$ cat config.mk
export PLATFORM = sky130hd
export DESIGN_NAME = dbev_top
export DESIGN_NICKNAME = d
export VERILOG_FILES = /design/src/rtl/dbev_pkg.sv /design/src/rtl/dbev_wpt.sv /design/src/rtl/dbev_top.sv
export VERILOG_INCLUDE_DIRS = /design/src /design/src/rtl
export SDC_FILE = /design/constraint.sdc
export NUM_CORES = 1
export LEC_CHECK = 0
export BUFFER_PORTS_ARGS = -buffer_cell sky130_fd_sc_hd__buf_2
export CORE_AREA = 4 4 507 509
export CTS_BUF_LIST = sky130_fd_sc_hd__clkbuf_2
export DETAILED_ROUTE_END_ITERATION = 8
export DIE_AREA = 0 0 511 513
export PLACE_DENSITY = 0.3
export SYNTH_ARGS = -nofsm -noshare
export SYNTH_HDL_FRONTEND = slang
export SYNTH_SLANG_ARGS = --single-unit
$ cat constraint.sdc
create_clock -name MCLK -period 11.3 [get_ports MCLK]
set_input_delay 0.565 -clock MCLK [delete_from_list [all_inputs] [get_ports MCLK]]
set_output_delay 0.565 -clock MCLK [all_outputs]
set_load 0.01 [all_outputs]
$ cat src/rtl/dbev_defs.svh
/*
  constants of the debug event unit: comparator counts, field positions,
  identity layout, exception levels and reset values.
  assumes inclusion by bare name from the package, the watchpoint comparator, the top module and the bench.
*/
// Contract
// - halt opcode enters debug state if permitted
// - exception opcode raises exception, never halts
// - breakpoint address match stops execution
// - watchpoint fires on address or range access
// - halting mode event halts fetch
// - monitor mode event raises debug exception
// - events are synchronous, tied to instruction
// - each event resolves to one action
// - mode follows ext debug status control
// - never both exception and debug entry
// - secure plus untrusted debugger refuses halt
// - bkpt/wpt exception only when debug enabled
// - single step only when exceptions enabled
// - exception opcode always raises exception; the code raises none while in debug state
// - context breakpoints match id or virtual_machine_identifier
// - breakpoints filter by mode, level, security
// - address breakpoint linkable to context breakpoint
// - watchpoints compare load/store addresses, filtered
// - watchpoint access type load, store, both
// - watchpoints never match instruction fetch
// - breakpoint count reported in identity register
// - step exception taken on next instruction
// - debug state: transfer register, no interrupts
`ifndef DBEV_DEFS_SVH
`define DBEV_DEFS_SVH

// ------------------------------------------------------------
// sizes
// ------------------------------------------------------------
`define DBEV_NUM_BP 6
`define DBEV_NUM_WP 4
`define DBEV_AW 64
`define DBEV_CW 32
`define DBEV_VW 16

// ------------------------------------------------------------
// identity register layout
// ------------------------------------------------------------
`define DBEV_ID_BP_LSB 0
`define DBEV_ID_WP_LSB 4
`define DBEV_ID_CTX_LSB 8
`define DBEV_ID_VER_LSB 12
`define DBEV_ID_VERSION 4'h1

// ------------------------------------------------------------
// exception levels and reset values
// ------------------------------------------------------------
`define DBEV_EL0 2'h0
`define DBEV_EL3 2'h3
`define DBEV_ACT_RST 3'h0
`define DBEV_MASK_RST 4'h0

`endif

$ cat src/rtl/dbev_pkg.sv
/*
  types of the debug event unit.
  assumes dbev_defs.svh on the include path.
*/
`include "dbev_defs.svh"
package dbev_pkg;
  typedef enum logic [2:0] {
    DBEV_ACT_NONE,
    DBEV_ACT_EXC,
    DBEV_ACT_HALT,
    DBEV_ACT_PEND,
    DBEV_ACT_IGNORE
  } dbev_act_t;

  typedef enum logic [1:0] {
    DBEV_ACC_NONE,
    DBEV_ACC_LOAD,
    DBEV_ACC_STORE,
    DBEV_ACC_BOTH
  } dbev_acc_t;

  // execution context of the instruction at the comparison point
  typedef struct packed {
    logic [1:0] el;
    logic secure;
    logic [`DBEV_CW-1:0] ctx_id;
    logic [`DBEV_VW-1:0] vm_id;
  } dbev_ctx_t;

  // filter common to breakpoints and watchpoints
  typedef struct packed {
    logic [3:0] el_mask;
    logic match_s;
    logic match_ns;
  } dbev_filt_t;

  typedef struct packed {
    logic en;
    logic is_ctx;
    logic use_virtual_machine_identifier;
    logic linked;
    logic [2:0] link_idx;
    dbev_filt_t filt;
    logic [`DBEV_AW-1:0] addr;
    logic [`DBEV_CW-1:0] ctx_val;
  } dbev_bp_cfg_t;

  typedef struct packed {
    logic en;
    dbev_acc_t acc;
    logic linked;
    logic [2:0] link_idx;
    dbev_filt_t filt;
    logic [`DBEV_AW-1:0] addr;
    logic [5:0] range_lg2;
  } dbev_wp_cfg_t;

  typedef struct packed {
    logic valid;
    logic [`DBEV_AW-1:0] addr;
    logic is_load;
    logic is_store;
    logic is_fetch;
  } dbev_dacc_t;
endpackage

$ cat src/rtl/dbev_wpt.sv
/*
  one data watchpoint comparator, purely combinational.
  assumes the caller supplies the context-breakpoint match vector.
*/
`timescale 1ns/10ps
`include "dbev_defs.svh"
module dbev_wpt (
  input wire dbev_pkg::dbev_wp_cfg_t cfg,
  input wire dbev_pkg::dbev_dacc_t dacc,
  input wire dbev_pkg::dbev_ctx_t ctx,
  input wire logic [`DBEV_NUM_BP-1:0] ctx_hit,
  output logic hit
);
  import dbev_pkg::*;

  logic [`DBEV_AW-1:0] mask;
  logic addr_ok;
  logic acc_ok;
  logic filt_ok;
  logic link_ok;

  always_comb begin
    mask = ~((`DBEV_AW'(1) << cfg.range_lg2) - `DBEV_AW'(1));
    addr_ok = (dacc.addr & mask) == (cfg.addr & mask);
    acc_ok = (dacc.is_load && cfg.acc[0]) || (dacc.is_store && cfg.acc[1]);
    filt_ok = cfg.filt.el_mask[ctx.el] && (ctx.secure ? cfg.filt.match_s : cfg.filt.match_ns);
    link_ok = !cfg.linked || (cfg.link_idx < 3'(`DBEV_NUM_BP) && ctx_hit[cfg.link_idx]);
    // a fetch never qualifies even if a load flag is set alongside it
    hit = cfg.en && dacc.valid && !dacc.is_fetch && addr_ok && acc_ok && filt_ok && link_ok;
  end
endmodule

$ cat src/rtl/dbev_top.sv
/*
  debug event unit: breakpoint and watchpoint comparators, software
  breakpoint opcode decode, single step and the event disposition.
  assumes the pipeline presents the instruction at its check stage
  before commit, with no stall input to hold it, and that
  all control inputs come from logic on MCLK except the debugger
  presence and trust levels, which come from pins.
*/
`timescale 1ns/10ps
`include "dbev_defs.svh"
module dbev_top (
  input wire logic MCLK,
  input wire logic SRST,
  input wire logic CLK_EN,
  // configuration
  input wire dbev_pkg::dbev_bp_cfg_t BP_CFG [`DBEV_NUM_BP],
  input wire dbev_pkg::dbev_wp_cfg_t WP_CFG [`DBEV_NUM_WP],
  input wire logic HALT_MODE_SEL,
  input wire logic DBG_EN_NS,
  input wire logic DBG_EN_S,
  input wire logic [3:0] DBG_EL_EN,
  input wire logic [1:0] DBG_TARGET_EL,
  input wire logic STEP_EN,
  input wire logic EXC_MASKED,
  // pins from the debugger
  input wire logic EXT_DBG_ATTACHED,
  input wire logic EXT_DBG_SECURE_OK,
  // pipeline
  input wire logic INSN_VALID,
  input wire logic [`DBEV_AW-1:0] INSN_ADDR,
  input wire logic HALT_OPC,
  input wire logic EXC_OPC,
  input wire logic OTHER_SYNC_EXC,
  input wire dbev_pkg::dbev_ctx_t CTX,
  input wire dbev_pkg::dbev_dacc_t DACC,
  input wire logic RESTART_REQ,
  input wire logic [31:0] ITR_DATA,
  input wire logic ITR_VALID,
  // outputs
  output logic DBG_EXC,
  output logic [1:0] DBG_EXC_EL,
  output logic DBG_HALT_ENTRY,
  output logic IN_DEBUG_STATE,
  output logic FETCH_STOP,
  output logic IRQ_BLOCK,
  output logic INSN_KILL,
  output logic PENDING,
  output logic [`DBEV_NUM_BP-1:0] BP_HIT,
  output logic [`DBEV_NUM_WP-1:0] WP_HIT,
  output logic [31:0] ITR_INSN,
  output logic ITR_INSN_VALID,
  output logic [15:0] ID_REG,
  output dbev_pkg::dbev_act_t LAST_ACT
);
  import dbev_pkg::*;

  // ----------------------------------------------------------
  // pin synchronisers
  // ----------------------------------------------------------
  logic att_s1_r;
  logic att_s2_r;
  logic trust_s1_r;
  logic trust_s2_r;

  always_ff @(posedge MCLK) begin
    if (SRST) begin
      att_s1_r <= 1'b0;
      att_s2_r <= 1'b0;
      trust_s1_r <= 1'b0;
      trust_s2_r <= 1'b0;
    end else if (CLK_EN) begin
      att_s1_r <= EXT_DBG_ATTACHED;
      att_s2_r <= att_s1_r;
      trust_s1_r <= EXT_DBG_SECURE_OK;
      trust_s2_r <= trust_s1_r;
    end
  end

  // ----------------------------------------------------------
  // breakpoint comparators
  // ----------------------------------------------------------
  logic [`DBEV_NUM_BP-1:0] ctx_hit;
  logic [`DBEV_NUM_BP-1:0] bp_hit;

  genvar gi;
  generate
    for (gi = 0; gi < `DBEV_NUM_BP; gi++) begin : g_bp
      logic filt_ok;
      logic ctx_ok;
      logic addr_ok;
      logic link_ok;
      always_comb begin
        filt_ok = BP_CFG[gi].filt.el_mask[CTX.el] &&
                  (CTX.secure ? BP_CFG[gi].filt.match_s : BP_CFG[gi].filt.match_ns);
        // virtual_machine_identifier only exists outside secure state
        if (BP_CFG[gi].use_virtual_machine_identifier) begin
          ctx_ok = !CTX.secure && (CTX.vm_id == BP_CFG[gi].ctx_val[`DBEV_VW-1:0]);
        end else begin
          ctx_ok = CTX.ctx_id == BP_CFG[gi].ctx_val;
        end
        addr_ok = INSN_ADDR == BP_CFG[gi].addr;
        // a link index past the last comparator never matches instead of reading x
        link_ok = !BP_CFG[gi].linked ||
                  (BP_CFG[gi].link_idx < 3'(`DBEV_NUM_BP) && ctx_hit[BP_CFG[gi].link_idx]);
      end
      assign ctx_hit[gi] = BP_CFG[gi].en && BP_CFG[gi].is_ctx && filt_ok && ctx_ok;
      assign bp_hit[gi] = INSN_VALID && BP_CFG[gi].en && filt_ok &&
                          (BP_CFG[gi].is_ctx ? ctx_ok : (addr_ok && link_ok));
    end
  endgenerate

  // ----------------------------------------------------------
  // watchpoint comparators
  // ----------------------------------------------------------
  logic [`DBEV_NUM_WP-1:0] wp_hit;

  generate
    for (gi = 0; gi < `DBEV_NUM_WP; gi++) begin : g_wp
      dbev_wpt u_wpt (
        .cfg(WP_CFG[gi]),
        .dacc(DACC),
        .ctx(CTX),
        .ctx_hit(ctx_hit),
        .hit(wp_hit[gi])
      );
    end
  endgenerate

  // ----------------------------------------------------------
  // enables and single step
  // ----------------------------------------------------------
  logic dbg_en;
  logic halt_allowed;
  logic step_armed_r;
  logic step_fire;
  logic in_dbg_r;

  assign dbg_en = (CTX.secure ? DBG_EN_S : DBG_EN_NS) && DBG_EL_EN[CTX.el] && !EXC_MASKED;
  // secure code with an untrusted debugger can never be halted
  assign halt_allowed = att_s2_r && (!CTX.secure || trust_s2_r);

  // step arms after one stepped instruction retires, fires on the next
  always_ff @(posedge MCLK) begin
    if (SRST) begin
      step_armed_r <= 1'b0;
    end else if (CLK_EN) begin
      if (!STEP_EN || !dbg_en || step_fire || OTHER_SYNC_EXC) begin
        step_armed_r <= 1'b0;
      end else if (INSN_VALID && !in_dbg_r) begin
        step_armed_r <= 1'b1;
      end
    end
  end
  assign step_fire = step_armed_r && INSN_VALID && dbg_en && !OTHER_SYNC_EXC;

  // ----------------------------------------------------------
  // disposition: one action per instruction, priority ordered
  // ----------------------------------------------------------
  dbev_act_t act_nxt;
  logic any_hw;
  logic pend_r;

  assign any_hw = (|bp_hit) || (|wp_hit);

  always_comb begin
    act_nxt = DBEV_ACT_NONE;
    if (in_dbg_r || !INSN_VALID) begin
      act_nxt = DBEV_ACT_NONE;
    end else if (EXC_OPC) begin
      act_nxt = DBEV_ACT_EXC;
    end else if (HALT_OPC) begin
      act_nxt = halt_allowed ? DBEV_ACT_HALT : DBEV_ACT_IGNORE;
    end else if (pend_r && HALT_MODE_SEL) begin
      // a pend left over from halting mode must not halt once monitor mode is chosen
      act_nxt = halt_allowed ? DBEV_ACT_HALT : DBEV_ACT_PEND;
    end else if (any_hw) begin
      if (HALT_MODE_SEL) begin
        // a halt refused for security is kept until it becomes legal or monitor mode is chosen
        act_nxt = halt_allowed ? DBEV_ACT_HALT : DBEV_ACT_PEND;
      end else begin
        act_nxt = dbg_en ? DBEV_ACT_EXC : DBEV_ACT_IGNORE;
      end
    end else if (step_fire) begin
      act_nxt = DBEV_ACT_EXC;
    end
  end

  always_ff @(posedge MCLK) begin
    if (SRST) begin
      pend_r <= 1'b0;
    end else if (CLK_EN) begin
      if (act_nxt == DBEV_ACT_PEND) begin
        pend_r <= 1'b1;
      end else if (act_nxt == DBEV_ACT_HALT || !HALT_MODE_SEL) begin
        pend_r <= 1'b0;
      end
    end
  end

  // ----------------------------------------------------------
  // action outputs, exc and halt entry exclusive by construction
  // ----------------------------------------------------------
  always_ff @(posedge MCLK) begin
    if (SRST) begin
      DBG_EXC <= 1'b0;
      DBG_EXC_EL <= `DBEV_EL0;
      DBG_HALT_ENTRY <= 1'b0;
      INSN_KILL <= 1'b0;
      LAST_ACT <= DBEV_ACT_NONE;
    end else if (CLK_EN) begin
      DBG_EXC <= act_nxt == DBEV_ACT_EXC;
      DBG_HALT_ENTRY <= act_nxt == DBEV_ACT_HALT;
      if (act_nxt == DBEV_ACT_EXC) begin
        DBG_EXC_EL <= DBG_TARGET_EL;
      end
      // kill stops the hit instruction before it commits
      INSN_KILL <= act_nxt == DBEV_ACT_EXC || act_nxt == DBEV_ACT_HALT;
      if (act_nxt != DBEV_ACT_NONE) begin
        LAST_ACT <= act_nxt;
      end
    end
  end

  always_ff @(posedge MCLK) begin
    if (SRST) begin
      BP_HIT <= '0;
      WP_HIT <= '0;
      PENDING <= 1'b0;
    end else if (CLK_EN) begin
      BP_HIT <= bp_hit;
      WP_HIT <= wp_hit;
      PENDING <= pend_r || act_nxt == DBEV_ACT_PEND;
    end
  end

  // ----------------------------------------------------------
  // debug state
  // ----------------------------------------------------------
  always_ff @(posedge MCLK) begin
    if (SRST) begin
      in_dbg_r <= 1'b0;
    end else if (CLK_EN) begin
      if (act_nxt == DBEV_ACT_HALT) begin
        in_dbg_r <= 1'b1;
      end else if (RESTART_REQ) begin
        in_dbg_r <= 1'b0;
      end
    end
  end

  always_ff @(posedge MCLK) begin
    if (SRST) begin
      IN_DEBUG_STATE <= 1'b0;
      FETCH_STOP <= 1'b0;
      IRQ_BLOCK <= 1'b0;
    end else if (CLK_EN) begin
      IN_DEBUG_STATE <= act_nxt == DBEV_ACT_HALT || (in_dbg_r && !RESTART_REQ);
      FETCH_STOP <= act_nxt == DBEV_ACT_HALT || (in_dbg_r && !RESTART_REQ);
      IRQ_BLOCK <= act_nxt == DBEV_ACT_HALT || (in_dbg_r && !RESTART_REQ);
    end
  end

  // instructions offered by the debugger only pass while halted
  always_ff @(posedge MCLK) begin
    if (SRST) begin
      ITR_INSN <= 32'h0000_0000;
      ITR_INSN_VALID <= 1'b0;
    end else if (CLK_EN) begin
      ITR_INSN_VALID <= in_dbg_r && ITR_VALID && !RESTART_REQ;
      if (in_dbg_r && ITR_VALID) begin
        ITR_INSN <= ITR_DATA;
      end
    end
  end

  // ----------------------------------------------------------
  // identity register
  // ----------------------------------------------------------
  always_ff @(posedge MCLK) begin
    if (SRST) begin
      ID_REG <= 16'h0000;
    end else if (CLK_EN) begin
      ID_REG <= {`DBEV_ID_VERSION, 4'(`DBEV_NUM_BP - 1), 4'(`DBEV_NUM_WP - 1),
                 4'(`DBEV_NUM_BP - 1)};
    end
  end
endmodule

; After elaboration in Yosys (flattened, before gate mapping)
; Cells that the tools add are included.
[totals]
word_cells = 333
ff_bits = 61
[classes]
n_reduce_logical = 167
n_bitwise = 12
add_sub_neg = 4
shift = 4
magnitude_cmp = 21
muxes = 81
eq_ne = 25
[ops]
columns = operator, n
row1 = == test 64 bit, 10
row2 = AND 64 bit, 8
row3 = NOT 64 bit, 4
row4 = "left shift 1 x 6 -> 64 bit, first input constant", 4
row5 = "subtractor 64 x 2 -> 64 bit, second input constant", 4
row6 = == test 32 bit, 6
row7 = logical AND 1 bit, 111
row8 = == test 16 bit, 6
row9 = 2-to-1 mux 1 bit, 52
row10 = "< comparator 3 x 4 -> 1 bit, second input constant", 10
row11 = binary-select mux 1 bit (select 3 bit), 10
row12 = "< comparator 3 bit, second input constant", 10
row13 = logical OR 1 bit, 24
row14 = 2-to-1 mux 3 bit, 8
row15 = binary-select mux 1 bit (select 2 bit), 11
row16 = logical NOT 1 bit, 20
row17 = AND reduction 2 bit, 6
row18 = "== test 3 x 2 -> 1 bit, second input constant", 2
row19 = nonzero test 2 bit, 3
row20 = OR reduction 6 bit, 1
row21 = OR reduction 4 bit, 1
row22 = "== test 3 x 1 -> 1 bit, second input constant", 1
row23 = "< comparator 2 x 3 -> 1 bit, second input constant", 1
row24 = nonzero test 3 bit, 1

; Logic depth before layout (Yosys ltp)
[depth]
depth_word = 23
mapped_depth = 21
ltp_nobuf = 16

; Hierarchy
; A second synthesis with hierarchy kept.
[hier_totals]
cells_unflattened = 2863
area_unflattened_um2 = 20799.9
[by_module_without_submodules]
columns = module, instances, area_each_um2, seq_area_each_um2, cells_per_inst
row1 = dbev_top, 1, 11891.4, 1221.2, 1551
row2 = dbev_wpt, 4, 2227.1, 0.0, 328

; Worst setup path before layout
; OpenSTA, ideal clock, no wires.
[synth_path]
kind = input to register
from = input WP_CFG[5] (netlist name)
to = register LAST_ACT[1]
path_stages = 20
path_slack_ns = 7.011
arrival_ns = 4.188
t_required_ns = 11.199
path_cell_list = buf_2 > clkbuf_1 > inv_1 > clkbuf_1 > nand3_1 > ha_1 > buf_2 > buf_1 > clkbuf_1 > buf_2 > nand2_1 > a221oi_1 > nor2_1 > a2111oi_0 > o211ai_1 > nand4bb_1 > nand4_4 > nor2_4 > mux2i_1 > o41ai_1
[synth_via]
elab_chain_len = 18
elab_cells_between_ends = 19
cone_classes = add/sub: 1 / eq/ne: 1 / shift: 1 / mux: 5 / bitwise: 3 / reduce/logical: 8
[synth_lines]
columns = item, line_no
row1 = start: declaration, dbev_top.sv:17  ; input wire dbev_pkg::dbev_wp_cfg_t WP_CFG [`DBEV_NUM_WP],
row2 = left shift 1 x 6 -> 64 bit (no source line) (*), --
row3 = subtractor 64 x 2 -> 64 bit (*), dbev_wpt.sv:23  ; mask = ~((`DBEV_AW'(1) << cfg.range_lg2) - `DBEV_AW'(1));
row4 = NOT 64 bit (*), dbev_wpt.sv:23
row5 = AND 64 bit, dbev_wpt.sv:24  ; addr_ok = (dacc.addr & mask) == (cfg.addr & mask);
row6 = == test 64 bit (*), dbev_wpt.sv:24
row7 = logical AND 1 bit (*) (4 in series), dbev_wpt.sv:29  ; hit = cfg.en && dacc.valid && !dacc.is_fetch && addr_ok && acc_ok && filt_ok && link_ok;
row8 = OR reduction 4 bit (*), dbev_top.sv:163  ; assign any_hw = (|bp_hit) || (|wp_hit);
row9 = logical OR 1 bit (*), dbev_top.sv:163
row10 = 2-to-1 mux 3 bit (*), dbev_top.sv:176  ; end else if (any_hw) begin
row11 = 2-to-1 mux 3 bit (*), dbev_top.sv:173  ; end else if (pend_r && HALT_MODE_SEL) begin
row12 = 2-to-1 mux 3 bit (*), dbev_top.sv:171  ; end else if (HALT_OPC) begin
row13 = 2-to-1 mux 3 bit (*), dbev_top.sv:169  ; end else if (EXC_OPC) begin
row14 = 2-to-1 mux 3 bit (*), dbev_top.sv:167  ; if (in_dbg_r || !INSN_VALID) begin
row15 = nonzero test 3 bit, dbev_top.sv:218  ; if (act_nxt != DBEV_ACT_NONE) begin
row16 = AND reduction 2 bit (no source line), --
row17 = end signal: assignment, dbev_top.sv:219  ; LAST_ACT <= act_nxt;
row18 = end: declaration, dbev_top.sv:53  ; output dbev_pkg::dbev_act_t LAST_ACT
; Every way passes the cells marked *; elsewhere a longest branch is shown, timed or not.
; A chain may end at the register's enable or synchronous reset.

; Final worst setup path
[layout_path]
from = input WP_CFG[86] (netlist name)
to = register LAST_ACT[2]
; The elaborated chain is that of the path after synthesis.

==> impl_metrics.tcl <==
set metrics [dict create \
    wl_per_cell_um 34.8 \
    grt_usage 0.188 \
    fmax_ghz 0.177 \
    portBuffers 1284 \
    start_util 0.0825 \
    syn_area_um2 20900 \
    overflow 0 \
    cp_max_fo 29 \
    top_layer_used "met5" \
    post-route-period-util 0.499 \
    netlist_instances 2948 \
    synth.avg_cell_area_um2 7.08 \
    die_area_um2 262000 \
    drive_gt1_frac 0.353 \
    wl_met1_um 97300 \
    cts_tree "done" \
    cp.required_ns 11.88 \
    min_to "ITR_INSN[2]$_SDFFE_PP0P_" \
    synth-edff-count 0 \
    wl_met2_um 129000 \
    post_cts_buffers 0 \
    cts_buffers 9 \
    core_um2 253000 \
    area_delta_synth_final_pct 49.4 \
    ctsHoldBuffers 16 \
    total_power_mw 1.67 \
    ant_nets 0 \
    cts-resized-gates 0 \
    synth_top_flop_cell "dfxtp_1" \
    hold_violations 0 \
    grt_max_degree 61 \
    start_kind "primary input" \
    power_density_nw_per_um2 53.6 \
    peakVddDrop_v 0.0000321 \
    tightestPinTransition_ns 1.21 \
    clock_skew_ns 0.0569 \
    mostFrequentLayoutCell "buf_2" \
    clk_path_buf_depth 2 \
    met3WireLength_um 18700 \
    finalWeightedCongestion 0.986 \
    tns_ns 0 \
    r2r_cells 11 \
    rows 185 \
    yosysUniqueCellTypes 112 \
    cp_slowest_stage_delay_ns 0.78 \
    rrSetupSlack_ns 8.86 \
    setup_viol 0 \
    hold_path_depth 3 \
    top_level_ports 1294 \
    hold_path_class "primary input to flip-flop" \
    yosys-top-cells-area "xnor2_1 22%, xor2_1 18%, dfxtp_1 5.8%, nand2_1 4.2%, nand4_1 3.7%" \
    status "finished clean" \
    cp.arrival_ns 6.21 \
    r2r-start "trust_s2_r$_SDFFE_PP0P_" \
    async_reset_ff_frac 0 \
    root_buffer "clkbuf_2" \
    drt-vias-per-instance 3.95 \
    synth_seq_area_share 0.0585 \
    route.detailed.drc 0 \
    worstPathCellList "buf_2 > or2_2 > nor2_1 > nand3_1 > ha_1 > o31a_1 > a31oi_1 > a211oi_2 > xor2_1 > and2_0 > or4_1 > nor4_2 > a31oi_1 > nand4_4 > nor2_4 > o31ai_2 > o221a_1" \
    synth_top_area_frac 0.224 \
    synth_top_area_cell "xnor2_1" \
    grt_pass1_wl_um 326000 \
    report.final.slew_viol_count 0 \
    num-nets-final 5274 \
    cts-htree-levels 3 \
    drv_cap 0 \
    vias 29500 \
    antenna_found_initial 195 \
    cts.sinks 61 \
    grt_pass1_vias 29900 \
    cpMostUsedCell "a31oi_1" \
    hpwl_um 234000 \
    rsz0062_at_grt "no" \
    p_leak_nw 11.9 \
    crit_slowest_cell "a211oi_2" \
    die_x_um 511 \
    period_minus_slack_ns 5.63 \
    r2r-end "DBG_EXC_EL[0]$_SDFFE_PP0P_" \
    drt_iter0_markers 2485 \
    worstSkewPairLatency_ns 0.66 \
    ys_warn_count 0 \
    postRouteWirelength_um 260000 \
    dr.pass1.iters 7 \
    end_kind "flip-flop" \
    mostFrequentLayoutCells "1284 x buf_2, 534 x xnor2_1, 421 x xor2_1" \
    die_h_um 513 \
    worstHoldStart "ITR_DATA[2]" \
    clk_pin_slew_worst_paths_ns 0.31 \
    crit_path_start "WP_CFG[86]" \
    slew_headroom 0.186 \
    critPathKind "primary input to flip-flop" \
    ys_seq_elements 61 \
]
## report_power, final
group          total (mW)  switching [mW]  internal (mW)
registers           0.222         0.00249          0.219
clock network       0.157           0.123         0.0335
logic                1.29           0.829          0.464
## per-layer routing
layer  global-route usage  up-vias
met2                0.339     1897
met5             0.000183        -
met3               0.0466      559
met1                0.207    14300
li1                     -    12700
met4               0.0833       72
## flip-flops by register name (all words and copies together), names as in the netlist, 2 cells and up
signal      count
ITR_INSN       32
DBG_EXC_EL      2
LAST_ACT        3
BP_HIT          6
WP_HIT          4
## how the worst max path moves through the flow
stage | end | slack, ns | depth (start not counted)
after floorplan | LAST_ACT[1]$_SDFFE_PP0P_ | 7.01 | 20
after global placement | DBG_HALT_ENTRY$_SDFFE_PP0P_ | 4.65 | 13
after detailed placement | INSN_KILL$_SDFFE_PP0P_ | 5.10 | 17
after CTS | LAST_ACT[2]$_SDFFE_PP0P_ | 5.82 | 17
after global routing | LAST_ACT[1]$_SDFFE_PP0P_ | 5.37 | 17
final | LAST_ACT[2]$_SDFFE_PP0P_ | 5.67 | 17
## through the flow
stage	instances	setup slack [ns]	hold slack (ns)	instance area (um2)	utilization
global route	7456	5.37	-0.0101	31200	0.123
finish	7473	5.67	0.0781	31200	0.123
floorplan	2956	7.01	0.453	20900	-
detailed placement	7381	5.10	0.445	30800	0.122
CTS	7413	5.82	0.000910	31000	0.123
global placement	7381	4.65	0.441	30700	0.122
## critical path, delay by kind of cell
| family | cells | cell delay, ns |
|---|---|---|
| adders and majority gates | 1 | 0.64 |
| AOI/OAI and AO/OA | 6 | 2.05 |
| buffers and inverters | 1 | 0.45 |
| xor gates and xnor gates | 1 | 0.15 |
| and+or+nand+nor | 8 | 2.33 |
## synth_stat cells (all sizes together) (51+ instances only)
| library cell | number |
|---|---|
| buf | 125 |
| o21ai | 122 |
| nor4 | 118 |
| nand3 | 86 |
| clkbuf | 137 |
| nor2 | 153 |
| xnor2 | 534 |
| a21oi | 144 |
| inv | 51 |
| nor3 | 78 |
| dfxtp | 61 |
| xor2 | 421 |
| nand2 | 231 |
| nand4 | 125 |
## layout make-up
class,count,area (um2)
inverter,52,195
timing repair buffer,1342,6910
clock buffer,9,45.0
fill,29900,222000
multi-input combinational,2581,18400
antenna,55,138
tap,3366,4210
clock inverter,7,60.1
sequential,61,1220
## logic make-up after synthesis
| family | Yosys count | share of synthesized area |
|---|---|---|
| AO/OA/AOI/OAI | 582 | 0.190 |
| XOR/XNOR | 955 | 0.401 |
| adder cells (fa/ha/maj) | 6 | 0.00336 |
| buffers and inverters | 314 | 0.0658 |
| flip-flops | 61 | 0.0585 |
| multiplexers | 49 | 0.0309 |
| other | 1 | 0.000180 |
| AND/OR/NAND/NOR | 980 | 0.250 |
(Power assumes the default switching activity.)
